## src/nvmcs_pkg.sv

```systemverilog
package nvmcs_pkg;

  // ****************************************************************
  // address map
  // ****************************************************************
  localparam logic [15:0] SIG0_ADDR = 16'hfc30;
  localparam logic [15:0] SIG1_ADDR = 16'hfc31;
  localparam logic [15:0] SIG2_ADDR = 16'hfc60;
  localparam logic [15:0] CUST_BASE = 16'hfce0;
  localparam int CUST_ADDR_BITS = 5;
  localparam logic [15:0] CFG1_ADDR = 16'hfd00;
  localparam logic [7:0] CFG1_RESET = 8'hff;

  // ****************************************************************
  // config byte one fields
  // ****************************************************************
  localparam int WDT_EN_BIT = 7;
  localparam int RST_PIN_DIS_BIT = 6;
  localparam logic RST_PIN_DIS_ACTIVE = 1'b1;
  localparam int CLK_SRC_MSB = 2;
  localparam logic [2:0] CLK_EXT = 3'h7;
  localparam logic [2:0] CLK_RC6 = 3'h3;
  localparam logic [2:0] CLK_XTAL_LO = 3'h2;
  localparam logic [2:0] CLK_XTAL_MED = 3'h1;
  localparam logic [2:0] CLK_XTAL_HI = 3'h0;

  // ****************************************************************
  // security states, {bit two, bit one}
  // ****************************************************************
  localparam logic [1:0] SEC_OPEN = 2'h3;
  localparam logic [1:0] SEC_BIT_ONE_ONLY = 2'h2;
  localparam logic [1:0] SEC_BIT_TWO_ONLY = 2'h1;
  localparam logic [1:0] SEC_LOCKED = 2'h0;

  // ****************************************************************
  // serial link frame and commands
  // ****************************************************************
  localparam int FRAME_BITS = 32;
  localparam int READ_BITS = 8;
  localparam logic [7:0] CMD_WRITE = 8'h01;
  localparam logic [7:0] CMD_PROG_BIT_ONE = 8'h02;
  localparam logic [7:0] CMD_PROG_BIT_TWO = 8'h03;
  localparam logic [7:0] CMD_VERIFY = 8'h04;
  localparam logic [7:0] BLOCKED_DATA = 8'h00;

endpackage

```

## src/nvmcs_link_if.sv

```systemverilog
`timescale 1ns/1ps
// decoded programming frames between serial link and core
interface nvmcs_link_if;
  logic cmd_valid;
  logic [7:0] cmd;
  logic [15:0] addr;
  logic [7:0] wdata;
  logic rdata_valid;
  logic [7:0] rdata;

  modport link (output cmd_valid, output cmd, output addr, output wdata,
                input rdata_valid, input rdata);
  modport core (input cmd_valid, input cmd, input addr, input wdata,
                output rdata_valid, output rdata);
endinterface

```

## src/nvmcs_serial_link.sv

```systemverilog
`timescale 1ns/1ps
module nvmcs_serial_link (
  input wire logic mclk,
  input wire logic rstn,
  input wire logic prog_mode,
  input wire logic pgm_clk,
  input wire logic pgm_dat_in,
  output logic pgm_dat_out,
  output logic pgm_dat_oe,
  nvmcs_link_if.link bus
);

  typedef enum logic [1:0] {NVMCS_RX, NVMCS_WAIT_RD, NVMCS_TX} nvmcs_lstate_t;

  nvmcs_lstate_t state_r;
  logic clk_prev_r;
  logic [31:0] shift_r;
  logic [5:0] cnt_r;
  logic [7:0] tx_r;
  logic cmd_valid_r;
  logic [7:0] cmd_r;
  logic [15:0] addr_r;
  logic [7:0] wdata_r;

  // ****************************************************************
  // pin decode
  // ****************************************************************
  wire rise = pgm_clk & ~clk_prev_r;
  wire [31:0] shift_nxt = {shift_r[30:0], pgm_dat_in};
  wire frame_done = rise && (cnt_r == 6'(nvmcs_pkg::FRAME_BITS - 1));
  wire tx_done = rise && (cnt_r == 6'(nvmcs_pkg::READ_BITS - 1));

  assign pgm_dat_oe = (state_r == NVMCS_TX);
  assign pgm_dat_out = tx_r[7];
  assign bus.cmd_valid = cmd_valid_r;
  assign bus.cmd = cmd_r;
  assign bus.addr = addr_r;
  assign bus.wdata = wdata_r;

  // frame shifter: command, address, data in, read byte out, msb first
  always_ff @(posedge mclk) begin
    clk_prev_r <= pgm_clk;
    cmd_valid_r <= 1'b0;
    if (!rstn || !prog_mode) begin
      state_r <= NVMCS_RX;
      cnt_r <= 6'h00;
      shift_r <= 32'h0;
      tx_r <= 8'h00;
    end else begin
      unique case (state_r)
        NVMCS_RX: begin
          if (rise) begin
            shift_r <= shift_nxt;
            cnt_r <= frame_done ? 6'h00 : cnt_r + 6'h01;
          end
          if (frame_done) begin
            cmd_valid_r <= 1'b1;
            if (shift_nxt[31:24] == nvmcs_pkg::CMD_VERIFY) state_r <= NVMCS_WAIT_RD;
          end
        end
        NVMCS_WAIT_RD: begin
          if (bus.rdata_valid) begin
            tx_r <= bus.rdata;
            state_r <= NVMCS_TX;
          end
        end
        NVMCS_TX: begin
          if (rise) begin
            tx_r <= {tx_r[6:0], 1'b0};
            cnt_r <= tx_done ? 6'h00 : cnt_r + 6'h01;
            if (tx_done) state_r <= NVMCS_RX;
          end
        end
      endcase
    end
  end

  // frame fields held until the next frame completes
  always_ff @(posedge mclk) begin
    if (!rstn) begin
      cmd_r <= 8'h00;
      addr_r <= 16'h0000;
      wdata_r <= 8'h00;
    end else if (frame_done && state_r == NVMCS_RX && prog_mode) begin
      {cmd_r, addr_r, wdata_r} <= shift_nxt;
    end
  end

  a_link_strobe_single: assert property (@(posedge mclk) disable iff (!rstn)
    cmd_valid_r |=> !cmd_valid_r) else $error("frame strobe longer than one cycle");

  a_link_drive_only_tx: assert property (@(posedge mclk) disable iff (!rstn)
    pgm_dat_oe |-> $past(bus.rdata_valid, 1) || $past(pgm_dat_oe, 1))
    else $error("data pin driven without a read answer");

endmodule // nvmcs_serial_link

```

## src/nvmcs_top.sv

```systemverilog
`timescale 1ns/1ps
module nvmcs_top #(
  parameter logic [7:0] SIG0_VAL = 8'h5a, // arbitrary value
  parameter logic [7:0] SIG1_VAL = 8'h3c, // arbitrary value
  parameter logic [7:0] SIG2_VAL = 8'h01  // arbitrary value
) (
  input wire logic mclk,
  input wire logic rstn,
  input wire logic prog_mode,
  input wire logic pgm_clk,
  input wire logic pgm_dat_in,
  output logic pgm_dat_out,
  output logic pgm_dat_oe,
  input wire logic code_rd_en,
  input wire logic code_fetch,
  input wire logic [15:0] code_rd_addr,
  output logic code_rd_valid,
  output logic [7:0] code_rd_data,
  input wire logic xdata_rd_en,
  input wire logic [15:0] xdata_rd_addr,
  output logic xdata_rd_valid,
  output logic [7:0] xdata_rd_data,
  output logic [15:0] nvm_rd_addr,
  input wire logic [7:0] nvm_rd_data,
  input wire logic [7:0] nvm_cfg1,
  input wire logic [1:0] nvm_sec,
  output logic nvm_wr_en,
  output logic [15:0] nvm_wr_addr,
  output logic [7:0] nvm_wr_data,
  output logic [1:0] nvm_sec_wr,
  output logic prog_reject,
  output logic config_valid,
  output logic watchdog_reset_enable,
  output logic reset_pin_disable,
  output logic [2:0] clock_source_select,
  output logic clock_source_valid
);

  nvmcs_link_if lnk ();

  logic cfg_loaded_r;
  logic [7:0] system_config_byte_one_r;
  logic code_rd_valid_r;
  logic [7:0] code_rd_data_r;
  logic xdata_rd_valid_r;
  logic [7:0] xdata_rd_data_r;
  logic nvm_wr_en_r;
  logic [15:0] nvm_wr_addr_r;
  logic [7:0] nvm_wr_data_r;
  logic [1:0] nvm_sec_wr_r;
  logic prog_reject_r;
  logic rdata_valid_r;
  logic [7:0] rdata_r;

  // ****************************************************************
  // serial programming link
  // ****************************************************************
  nvmcs_serial_link u_link (
    .mclk(mclk),
    .rstn(rstn),
    .prog_mode(prog_mode),
    .pgm_clk(pgm_clk),
    .pgm_dat_in(pgm_dat_in),
    .pgm_dat_out(pgm_dat_out),
    .pgm_dat_oe(pgm_dat_oe),
    .bus(lnk.link)
  );

  // ****************************************************************
  // configuration latch
  // ****************************************************************
  // one capture in the first cycle after power-up reset, then frozen
  always_ff @(posedge mclk) begin
    if (!rstn) begin
      cfg_loaded_r <= 1'b0;
      system_config_byte_one_r <= nvmcs_pkg::CFG1_RESET;
    end else if (!cfg_loaded_r) begin
      cfg_loaded_r <= 1'b1;
      system_config_byte_one_r <= nvm_cfg1;
    end
  end

  // field decode of the latched byte
  assign config_valid = cfg_loaded_r;
  assign watchdog_reset_enable = system_config_byte_one_r[nvmcs_pkg::WDT_EN_BIT];
  assign reset_pin_disable = (system_config_byte_one_r[nvmcs_pkg::RST_PIN_DIS_BIT]
                              == nvmcs_pkg::RST_PIN_DIS_ACTIVE);
  assign clock_source_select = system_config_byte_one_r[nvmcs_pkg::CLK_SRC_MSB:0];
  assign clock_source_valid = (clock_source_select == nvmcs_pkg::CLK_EXT)
                           || (clock_source_select == nvmcs_pkg::CLK_RC6)
                           || (clock_source_select == nvmcs_pkg::CLK_XTAL_LO)
                           || (clock_source_select == nvmcs_pkg::CLK_XTAL_MED)
                           || (clock_source_select == nvmcs_pkg::CLK_XTAL_HI);

  // ****************************************************************
  // program-side reads
  // ****************************************************************
  // address decode for identification, customer area and config byte
  wire sig0_hit = (code_rd_addr == nvmcs_pkg::SIG0_ADDR);
  wire sig1_hit = (code_rd_addr == nvmcs_pkg::SIG1_ADDR);
  wire sig2_hit = (code_rd_addr == nvmcs_pkg::SIG2_ADDR);
  wire sig_hit = sig0_hit | sig1_hit | sig2_hit;
  wire cust_hit = (code_rd_addr[15:nvmcs_pkg::CUST_ADDR_BITS]
                   == nvmcs_pkg::CUST_BASE[15:nvmcs_pkg::CUST_ADDR_BITS]);
  wire code_serve = code_rd_en && !prog_mode && !code_fetch && (sig_hit || cust_hit);
  wire [7:0] sig_val = sig0_hit ? SIG0_VAL : (sig1_hit ? SIG1_VAL : SIG2_VAL);
  wire [7:0] code_val = sig_hit ? sig_val : nvm_rd_data;
  wire xdata_serve = xdata_rd_en && !prog_mode && (xdata_rd_addr == nvmcs_pkg::CFG1_ADDR);

  // the array read port follows the programmer while in programming mode
  assign nvm_rd_addr = prog_mode ? lnk.addr : code_rd_addr;

  // registered read answers
  always_ff @(posedge mclk) begin
    if (!rstn) begin
      code_rd_valid_r <= 1'b0;
      code_rd_data_r <= 8'h00;
      xdata_rd_valid_r <= 1'b0;
      xdata_rd_data_r <= 8'h00;
    end else begin
      code_rd_valid_r <= code_serve;
      code_rd_data_r <= code_serve ? code_val : 8'h00;
      xdata_rd_valid_r <= xdata_serve;
      xdata_rd_data_r <= xdata_serve ? system_config_byte_one_r : 8'h00;
    end
  end

  assign code_rd_valid = code_rd_valid_r;
  assign code_rd_data = code_rd_data_r;
  assign xdata_rd_valid = xdata_rd_valid_r;
  assign xdata_rd_data = xdata_rd_data_r;

  // ****************************************************************
  // security gating of programming commands
  // ****************************************************************
  wire cmd_take = lnk.cmd_valid && prog_mode;
  wire is_wr = (lnk.cmd == nvmcs_pkg::CMD_WRITE);
  wire is_prog_one = (lnk.cmd == nvmcs_pkg::CMD_PROG_BIT_ONE);
  wire is_prog_two = (lnk.cmd == nvmcs_pkg::CMD_PROG_BIT_TWO);
  wire is_vfy = (lnk.cmd == nvmcs_pkg::CMD_VERIFY);
  wire sec_open = (nvm_sec == nvmcs_pkg::SEC_OPEN);
  wire sec_one_only = (nvm_sec == nvmcs_pkg::SEC_BIT_ONE_ONLY);
  wire wr_ok = is_wr && sec_open;
  wire one_ok = is_prog_one && sec_open;
  wire two_ok = is_prog_two && (sec_open || sec_one_only);
  wire vfy_ok = is_vfy && (sec_open || sec_one_only);
  wire cmd_ok = wr_ok || one_ok || two_ok || vfy_ok;

  // array write strobes and verify answers
  always_ff @(posedge mclk) begin
    if (!rstn) begin
      nvm_wr_en_r <= 1'b0;
      nvm_wr_addr_r <= 16'h0000;
      nvm_wr_data_r <= 8'h00;
      nvm_sec_wr_r <= 2'h0;
      prog_reject_r <= 1'b0;
      rdata_valid_r <= 1'b0;
      rdata_r <= 8'h00;
    end else begin
      nvm_wr_en_r <= cmd_take && wr_ok;
      if (cmd_take && wr_ok) begin
        nvm_wr_addr_r <= lnk.addr;
        nvm_wr_data_r <= lnk.wdata;
      end
      nvm_sec_wr_r <= {cmd_take && two_ok, cmd_take && one_ok};
      prog_reject_r <= cmd_take && !cmd_ok;
      rdata_valid_r <= cmd_take && is_vfy;
      if (cmd_take && is_vfy) begin
        rdata_r <= vfy_ok ? nvm_rd_data : nvmcs_pkg::BLOCKED_DATA;
      end
    end
  end

  assign lnk.rdata_valid = rdata_valid_r;
  assign lnk.rdata = rdata_r;
  assign nvm_wr_en = nvm_wr_en_r;
  assign nvm_wr_addr = nvm_wr_addr_r;
  assign nvm_wr_data = nvm_wr_data_r;
  assign nvm_sec_wr = nvm_sec_wr_r;
  assign prog_reject = prog_reject_r;

  // ****************************************************************
  // checks
  // ****************************************************************
  a_cfg_frozen_after: assert property (@(posedge mclk) disable iff (!rstn)
    cfg_loaded_r |=> $stable(system_config_byte_one_r) && cfg_loaded_r)
    else $error("config byte changed after power-up capture");

  a_cfg_capture_once: assert property (@(posedge mclk) disable iff (!rstn)
    !cfg_loaded_r |=> cfg_loaded_r && system_config_byte_one_r == $past(nvm_cfg1))
    else $error("config byte not captured in first cycle");

  a_sig_read_value: assert property (@(posedge mclk) disable iff (!rstn)
    code_rd_en && !prog_mode && !code_fetch && code_rd_addr == nvmcs_pkg::SIG1_ADDR
    |=> code_rd_valid && code_rd_data == SIG1_VAL)
    else $error("identification byte not returned");

  a_cust_read_data: assert property (@(posedge mclk) disable iff (!rstn)
    code_rd_en && !prog_mode && !code_fetch && cust_hit
    |=> code_rd_valid && code_rd_data == $past(nvm_rd_data))
    else $error("customer byte not returned");

  a_cust_no_fetch: assert property (@(posedge mclk) disable iff (!rstn)
    code_fetch |=> !code_rd_valid)
    else $error("fetch served from special region");

  a_xdata_cfg_read: assert property (@(posedge mclk) disable iff (!rstn)
    xdata_serve |=> xdata_rd_valid && xdata_rd_data == $past(system_config_byte_one_r))
    else $error("config byte read mismatch");

  a_wdt_bit_decode: assert property (@(posedge mclk) disable iff (!rstn)
    cfg_loaded_r && !system_config_byte_one_r[7] |-> !watchdog_reset_enable)
    else $error("watchdog reset not disabled");

  a_clk_reserved: assert property (@(posedge mclk) disable iff (!rstn)
    clock_source_select inside {3'h4, 3'h5, 3'h6} |-> !clock_source_valid)
    else $error("reserved clock code flagged valid");

  // latch shows the unprogrammed value until the capture
  a_latch_before_load: assert property (@(posedge mclk) disable iff (!rstn)
    !cfg_loaded_r |-> system_config_byte_one_r == nvmcs_pkg::CFG1_RESET)
    else $error("config latch not at unprogrammed value");

  // reset pin function follows bit 6 of the latched byte
  a_rst_pin_decode: assert property (@(posedge mclk) disable iff (!rstn)
    reset_pin_disable == (system_config_byte_one_r[nvmcs_pkg::RST_PIN_DIS_BIT]
                          == nvmcs_pkg::RST_PIN_DIS_ACTIVE))
    else $error("reset pin disable decode wrong");

  // every documented oscillator code is accepted
  a_clk_known_codes: assert property (@(posedge mclk) disable iff (!rstn)
    clock_source_select inside {3'h7, 3'h3, 3'h2, 3'h1, 3'h0} |-> clock_source_valid)
    else $error("documented clock code flagged reserved");

  // first and third identification bytes
  a_sig_first_byte: assert property (@(posedge mclk) disable iff (!rstn)
    code_rd_en && !prog_mode && !code_fetch && code_rd_addr == nvmcs_pkg::SIG0_ADDR
    |=> code_rd_valid && code_rd_data == SIG0_VAL)
    else $error("first identification byte not returned");

  a_sig_third_byte: assert property (@(posedge mclk) disable iff (!rstn)
    code_rd_en && !prog_mode && !code_fetch && code_rd_addr == nvmcs_pkg::SIG2_ADDR
    |=> code_rd_valid && code_rd_data == SIG2_VAL)
    else $error("third identification byte not returned");

  // programming mode shuts out program-side reads
  a_prog_read_block: assert property (@(posedge mclk) disable iff (!rstn)
    prog_mode |=> !code_rd_valid && !xdata_rd_valid)
    else $error("program read served in programming mode");

  // only the config byte address answers an external-data read
  a_xdata_other_miss: assert property (@(posedge mclk) disable iff (!rstn)
    xdata_rd_en && xdata_rd_addr != nvmcs_pkg::CFG1_ADDR |=> !xdata_rd_valid)
    else $error("external-data read answered off the config address");

  // ****************************************************************
  // security checks
  // ****************************************************************
  // write strobe only from the open state
  a_write_needs_open: assert property (@(posedge mclk) disable iff (!rstn)
    nvm_wr_en |-> $past(nvm_sec) == nvmcs_pkg::SEC_OPEN)
    else $error("array written while secured");

  // bit two stays programmable after bit one
  a_two_after_one: assert property (@(posedge mclk) disable iff (!rstn)
    cmd_take && is_prog_two && sec_one_only |=> nvm_sec_wr == 2'h2 && !prog_reject)
    else $error("bit two refused after bit one");

  a_locked_no_verify: assert property (@(posedge mclk) disable iff (!rstn)
    cmd_take && is_vfy && nvm_sec == nvmcs_pkg::SEC_LOCKED
    |=> lnk.rdata_valid && lnk.rdata == nvmcs_pkg::BLOCKED_DATA && prog_reject)
    else $error("verify not blocked when locked");

  // programming of bit one only from the open state
  a_one_needs_open: assert property (@(posedge mclk) disable iff (!rstn)
    cmd_take && is_prog_one && sec_open |=> nvm_sec_wr == 2'h1 && !prog_reject)
    else $error("bit one not programmed from open state");

  // open state verify returns the array byte
  a_open_verify_data: assert property (@(posedge mclk) disable iff (!rstn)
    cmd_take && is_vfy && sec_open
    |=> lnk.rdata_valid && lnk.rdata == $past(nvm_rd_data) && !prog_reject)
    else $error("verify data not returned while open");

  // any secured state refuses array writes
  a_secured_no_write: assert property (@(posedge mclk) disable iff (!rstn)
    cmd_take && is_wr && !sec_open |=> !nvm_wr_en && prog_reject)
    else $error("array write accepted while secured");

  // fully locked part takes no programming at all
  a_locked_no_prog: assert property (@(posedge mclk) disable iff (!rstn)
    cmd_take && nvm_sec == nvmcs_pkg::SEC_LOCKED
    |=> !nvm_wr_en && nvm_sec_wr == 2'h0 && prog_reject)
    else $error("command accepted while locked");

  // an accepted write carries the frame address and data
  a_write_lands: assert property (@(posedge mclk) disable iff (!rstn)
    cmd_take && wr_ok
    |=> nvm_wr_en && nvm_wr_addr == $past(lnk.addr) && nvm_wr_data == $past(lnk.wdata))
    else $error("array write lost its address or data");

endmodule // nvmcs_top

```

## config.mk

```make
export PLATFORM = sky130hd
export DESIGN_NAME = nvmcs_top
export DESIGN_NICKNAME = d
export VERILOG_FILES = /design/src/nvmcs_pkg.sv /design/src/nvmcs_link_if.sv /design/src/nvmcs_serial_link.sv /design/src/nvmcs_top.sv
export SDC_FILE = /design/constraint.sdc
export NUM_CORES = 1
export LEC_CHECK = 0
export ABC_CLOCK_PERIOD_IN_PS = 3400
export BUFFER_PORTS_ARGS = -buffer_cell sky130_fd_sc_hd__buf_2
export CAP_MARGIN = 20
export CELL_PAD_IN_SITES_DETAIL_PLACEMENT = 0
export CELL_PAD_IN_SITES_GLOBAL_PLACEMENT = 1
export CORE_AREA = 8 8 127 129
export DETAILED_ROUTE_END_ITERATION = 12
export DIE_AREA = 0 0 135 137
export GPL_TIMING_DRIVEN = 0
export PLACE_DENSITY_LB_ADDON = 0.1
export SLEW_MARGIN = 15
export SYNTH_ARGS = -nofsm -noshare
export SYNTH_HDL_FRONTEND = slang
export SYNTH_HIERARCHICAL = 1
export SYNTH_SLANG_ARGS = --single-unit
```

## constraint.sdc

```tcl
create_clock -name mclk -period 3.4 [get_ports mclk]
set_input_delay 0.17 -clock mclk [delete_from_list [all_inputs] [get_ports mclk]]
set_output_delay 0.17 -clock mclk [all_outputs]
set_load 0.01 [all_outputs]
```

# Yosys cells after proc, flatten, opt, wreduce, memory -nomap -nowiden
# Index checks and enable logic that the tools add are counted.
[op_classes]
n_addsub = 1
mul = 0
div_mod_pow = 0
order_cmp = 0
eq_ne = 26
shifts = 0
n_mux = 21
bitwise = 5
reduce_logical = 44
[ops]
columns = ["cell", "count"]
rows = [
  ["16-bit == test, second input constant", 4],
  ["8-bit 2-to-1 mux", 4],
  ["6-bit 2-to-1 mux", 5],
  ["1-bit logical AND", 19],
  ["8-bit by 2-bit == test with 1-bit output, second input constant", 2],
  ["8-bit by 3-bit == test with 1-bit output, second input constant", 2],
  ["16-bit 2-to-1 mux", 1],
  ["8-bit case mux with 2 select lines", 1],
  ["6-bit case mux with 2 select lines", 1],
  ["11-bit == test, second input constant", 1],
  ["1-bit logical OR", 10],
  ["2-bit 2-to-1 mux", 5],
  ["2-bit by 1-bit != test with 1-bit output, second input constant", 5],
  ["8-bit by 1-bit == test with 1-bit output, second input constant", 1],
  ["7-bit 2-to-1 mux", 1],
  ["6-bit by 1-bit adder with 6-bit output, second input constant", 1],
  ["2-bit == test, second input constant", 3],
  ["3-bit by 2-bit == test with 1-bit output, second input constant", 2],
  ["6-bit by 3-bit == test with 1-bit output, second input constant", 1],
  ["6-bit by 5-bit == test with 1-bit output, second input constant", 1],
  ["2-bit case mux with 3 select lines", 1],
  ["2-bit AND reduction", 3],
  ["3-bit AND reduction", 2],
  ["5-bit AND reduction", 1],
  ["13 further kinds", 20],
]
[totals]
ff_bits = 145
latchBits = 0
mem_bits_rw = 0
mem_bits_ro = 0
in_bits = 58
out_inout_bits = 71
elab_cells = 119
mem_count = 0

# Logic depth before layout (Yosys ltp)
[depth]
ltp_word = 7
depth_mapped = 8
ltp_nobuf = 6

# Cells and area by module
# Netlist, hierarchy kept.
[by_module_without_submodules]
columns = ["module", "instances", "cells_each", "area_per_inst_um2"]
rows = [
  ["nvmcs_serial_link", 1, 341, 3266.9],
  ["nvmcs_top", 1, 286, 2787.7],
]

# Least setup slack after synthesis
# Ideal clock, no wire load.
[synth_path]
kind = "reg2reg"
from = "register u_link.state_r[0]"
to = "register u_link.addr_r[0] (netlist: u_link/bus.addr[0])"
setup_time_ns = 0.116
arrival_ns = 1.621
setup_slack_ns = 1.663
path_stages_with_launch = 8
cell_sequence = "dfxtp_1 inv_1 ha_1 nand3_1 nor4_4 buf_6 mux2i_1 nor2b_1"
[synth_via]
elab_chain_len = 3
[synth_lines]
columns = ["element", "line_no", "rtl"]
rows = [
  ["from (decl)", "nvmcs_serial_link.sv:15", "nvmcs_lstate_t state_r;"],
  ["from (signal assigned)", "nvmcs_serial_link.sv:45", "state_r <= NVMCS_RX;"],
  ["from (signal assigned)", "nvmcs_serial_link.sv:58", "if (shift_nxt[31:24] == nvmcs_pkg::CMD_VERIFY) state_r <= NVMCS_WAIT_RD;"],
  ["from (signal assigned)", "nvmcs_serial_link.sv:64", "state_r <= NVMCS_TX;"],
  ["2-bit zero test", "nvmcs_serial_link.sv:84", "end else if (frame_done && state_r == NVMCS_RX && prog_mode) begin"],
  ["1-bit logical AND (2 in a row)", "nvmcs_serial_link.sv:84", ""],
  ["to (signal assigned)", "nvmcs_serial_link.sv:85", "{cmd_r, addr_r, wdata_r} <= shift_nxt;"],
  ["to (decl)", "nvmcs_serial_link.sv:22", "logic [15:0] addr_r;"],
]
# No other way between the ends.
# A chain may end at the register's enable or synchronous reset.

# Worst setup path after layout
[layout_path]
from = "register u_link.state_r[0]"
to = "register u_link.addr_r[2] (netlist: u_link/bus.addr[2])"
# Same word-level chain as after synthesis.

==> impl_metrics.env <==
export IMPL_ir_drop_uv=306.9
export IMPL_pin_count=129
export IMPL_p_int_mw=2.910
export IMPL_ant_nets=0
export IMPL_fmax_mhz=454.8
export IMPL_cts_sinks=145
export IMPL_worst_slack_ps=1201
export IMPL_vias_per_cell=5.193
export IMPL_gr_total_overflow=0
export IMPL_power_density_nw_per_um2=491.3
export IMPL_rr_worst_depth=7
export IMPL_synth_flop_cell="dfxtp_1"
export IMPL_hpwl_mm=12.44
export IMPL_vias=5094
export IMPL_outcome="finished clean"
export IMPL_numCtsBuffers=17
export IMPL_worst_setup_path_end_kind="flip-flop"
export IMPL_initial_core_util_pct=42.63
export IMPL_final_setup_tns_ps=0
export IMPL_grt_pass1_vias=5039
export IMPL_async_reset_ff_share_pct=0
export IMPL_finalMaxSlewViolations=0
export IMPL_avgSynthCellArea_um2=9.656
export IMPL_clkLatencyLatePin_ps=420
export IMPL_post_synth_num_cell_types=54
export IMPL_grt_usage_pct=18.06
export IMPL_rsz0062_at_grt="no"
export IMPL_wl_mm=16.58
export IMPL_synth_fp_nets=690
export IMPL_pwr_share_seq_pct=45.7
export IMPL_wire_per_inst_um=16.90
export IMPL_cts_root_buf="clkbuf_16"
export IMPL_grt_pass1_wl_mm=26.23
export IMPL_drc_errors=0
export IMPL_fin_util_pct=53.67
export IMPL_layout_cell_area_non_filler_um2=7624
export IMPL_antenna_found_initial=0
export IMPL_period_share_pct=64.67
export IMPL_final_setup_skew_ps=10.24
export IMPL_yosysTopAreaCell="dfxtp_1"
export IMPL_final_layout_size_suffix_gt1_share_pct=26.85
export IMPL_drt_pass1_iter_count=5
export IMPL_slew_headroom_pct=35.00
export IMPL_start_kind="flip-flop"
export IMPL_grt_max_degree=17
export IMPL_rows=44
export IMPL_finalHoldViolCount=0
export IMPL_place_area_um2=6925
export IMPL_fin_hold_ws_ps=40.03
export IMPL_hp_class="in -> reg"
export IMPL_cp_max_fo=10
export IMPL_n_antenna_cell=0
export IMPL_leakage_nw=2.862
export IMPL_core_um2=14200
export IMPL_tightest_slew_ps=966.1
export IMPL_setup_viol=0
export IMPL_whs_path_depth=3
export IMPL_post_cts_buffers=0
export IMPL_most_common_layout_cells="145 x dfxtp_1, 131 x buf_2, 78 x nand2_1, 49 x mux2i_1, 44 x nand3_1"
export IMPL_synth_area_um2=6055
export IMPL_gp_congestion=0.7849
export IMPL_die_y_um=137
export IMPL_nets=848
export IMPL_synth_seq_cells=145
export IMPL_tritoncts="done"
export IMPL_dp_worst_setup_slack_ps=1234
export IMPL_period_needed_ps=2199
export IMPL_required_ps=3710
export IMPL_cts_max_level=4
export IMPL_synth_top_area_share_pct=47.94
export IMPL_netlist_instances=627
export IMPL_final_common_cell="dfxtp_1"
export IMPL_drt_iter0_drc=224
export IMPL_clkPwrFrac_pct=49.2
export IMPL_yosysSeqAreaShare_pct=47.94
export IMPL_areaGrowthSynthToFinish_pct=25.91
export IMPL_die_area_um2=18500
export IMPL_synthTopCellsByArea="dfxtp_1 48%, mux2i_1 8.1%, nand2_1 4.8%"
export IMPL_dieWidth_um=135
export IMPL_clkTransAtPathRegs_ps=60
export IMPL_yosysWarningCount=6
export IMPL_combPwrFrac_pct=5.0
export IMPL_cap_violations=0
export IMPL_io_buffers=128
export IMPL_swShare_pct=22.31
export IMPL_cp_arrival_ps=2510
export IMPL_critPathKind="reg -> reg"
export IMPL_cts_buffer_depth=2
export IMPL_synth_edf_count=0
export IMPL_switching_power_mw=0.8354
-- cell families after synthesis --
family	Yosys count	share of synthesized area, %
compound gates	128	13.45
simple gates	231	21.08
flops	145	47.94
xor+xnor	5	0.7233
mux	65	11.08
fa+ha+maj	5	1.033
buf+inv	48	4.691
-- flip-flops by register name, summed over array words and instances, names as in the netlist --
register	flops
u_link/clk_prev_r	1
prog_reject	1
system_config_byte_one_r	8
u_link/bus.addr	16
u_link/bus.cmd_valid	1
u_link/cnt_r	6
xdata_rd_valid	1
lnk.rdata	8
nvm_wr_data	8
lnk.rdata_valid	1
nvm_sec_wr	2
nvm_wr_en	1
u_link/shift_r	31
u_link/bus.cmd	8
u_link/state_r	2
xdata_rd_data	8
u_link/tx_r	8
u_link/bus.wdata	8
code_rd_valid	1
config_valid	1
code_rd_data	8
nvm_wr_addr	16
-- area by class of cell --
class | count | area, µm²
inverter | 4 | 15.01
clock inverter | 12 | 135.1
fill | 1346 | 6580
buffer | 44 | 269.0
sequential | 145 | 2903
tap | 184 | 230.2
multi-input combinational | 434 | 2868
clock buffer | 19 | 452.9
timing repair buffer | 139 | 750.7
-- power groups by stage --
stage | Combinational (mW) | Sequential, mW | Clock (mW)
final | 0.189 | 1.71 | 1.84
after CTS | 0.190 | 1.71 | 1.88
after global routing | 0.205 | 1.71 | 1.96
after floorplan | 0.0929 | 1.75 | 0
after global placement | 0.178 | 1.75 | 0
after detailed placement | 0.180 | 1.75 | 0
-- worst max-delay path: stages, from the launching register on --
cell	delay [ps]
dfxtp_1	330
inv_1	120
ha_1	300
nand3_1	180
nor4_4	610
buf_6	270
mux2i_1	210
nor2b_1	60
-- Yosys cell counts, types with 3 or more instances --
master	number
dfxtp_1	145
inv_1	4
nand2_1	78
buf_6	9
a21oi_1	39
and4_1	4
o21ai_2	4
nand3_1	44
mux2i_1	49
nand3b_1	5
nor4_4	3
and2_1	10
a21boi_1	32
nor2b_1	34
o21ai_0	8
clkbuf_1	23
nor3_1	3
xnor2_1	5
a211oi_1	7
a221oi_1	4
buf_4	3
ha_1	5
o21ai_1	27
nor2_1	22
buf_1	3
nand2b_1	3
mux2_2	16
buf_2	3
nor4_1	3
-- per-stage QoR --
stage / total power [mW] / std cells
global route: 3.876 / 981
finish: 3.745 / 981
CTS: 3.786 / 981
detailed placement: 1.929 / 939
global placement: 1.927 / 939
floorplan: 1.842 / 627
-- metal layers --
layer	vias up	track usage, %	part of all wire [%]
li1	2512	-	-
met1	2438	22.09	45
met2	129	29.86	47
met3	15	5.323	6.7
met4	0	5.922	1.1
met5	-	0	0
-- final timing paths --
check / to / slack (ps) / start
max reg2reg: u_link/bus.addr[2] / 1200 / u_link/state_r[0]
max: u_link/bus.addr[2] / 1200 / u_link/state_r[0]
min reg2reg: xdata_rd_data[5] / 460 / system_config_byte_one_r[5]
min: code_rd_data[3] / 40 / nvm_rd_data[3]
-- timing repair --
action	CTS	global route
hold buffers	11	0
resized for setup	0	0
hold endpoints to repair	11	0
(Power assumes the default switching activity.)
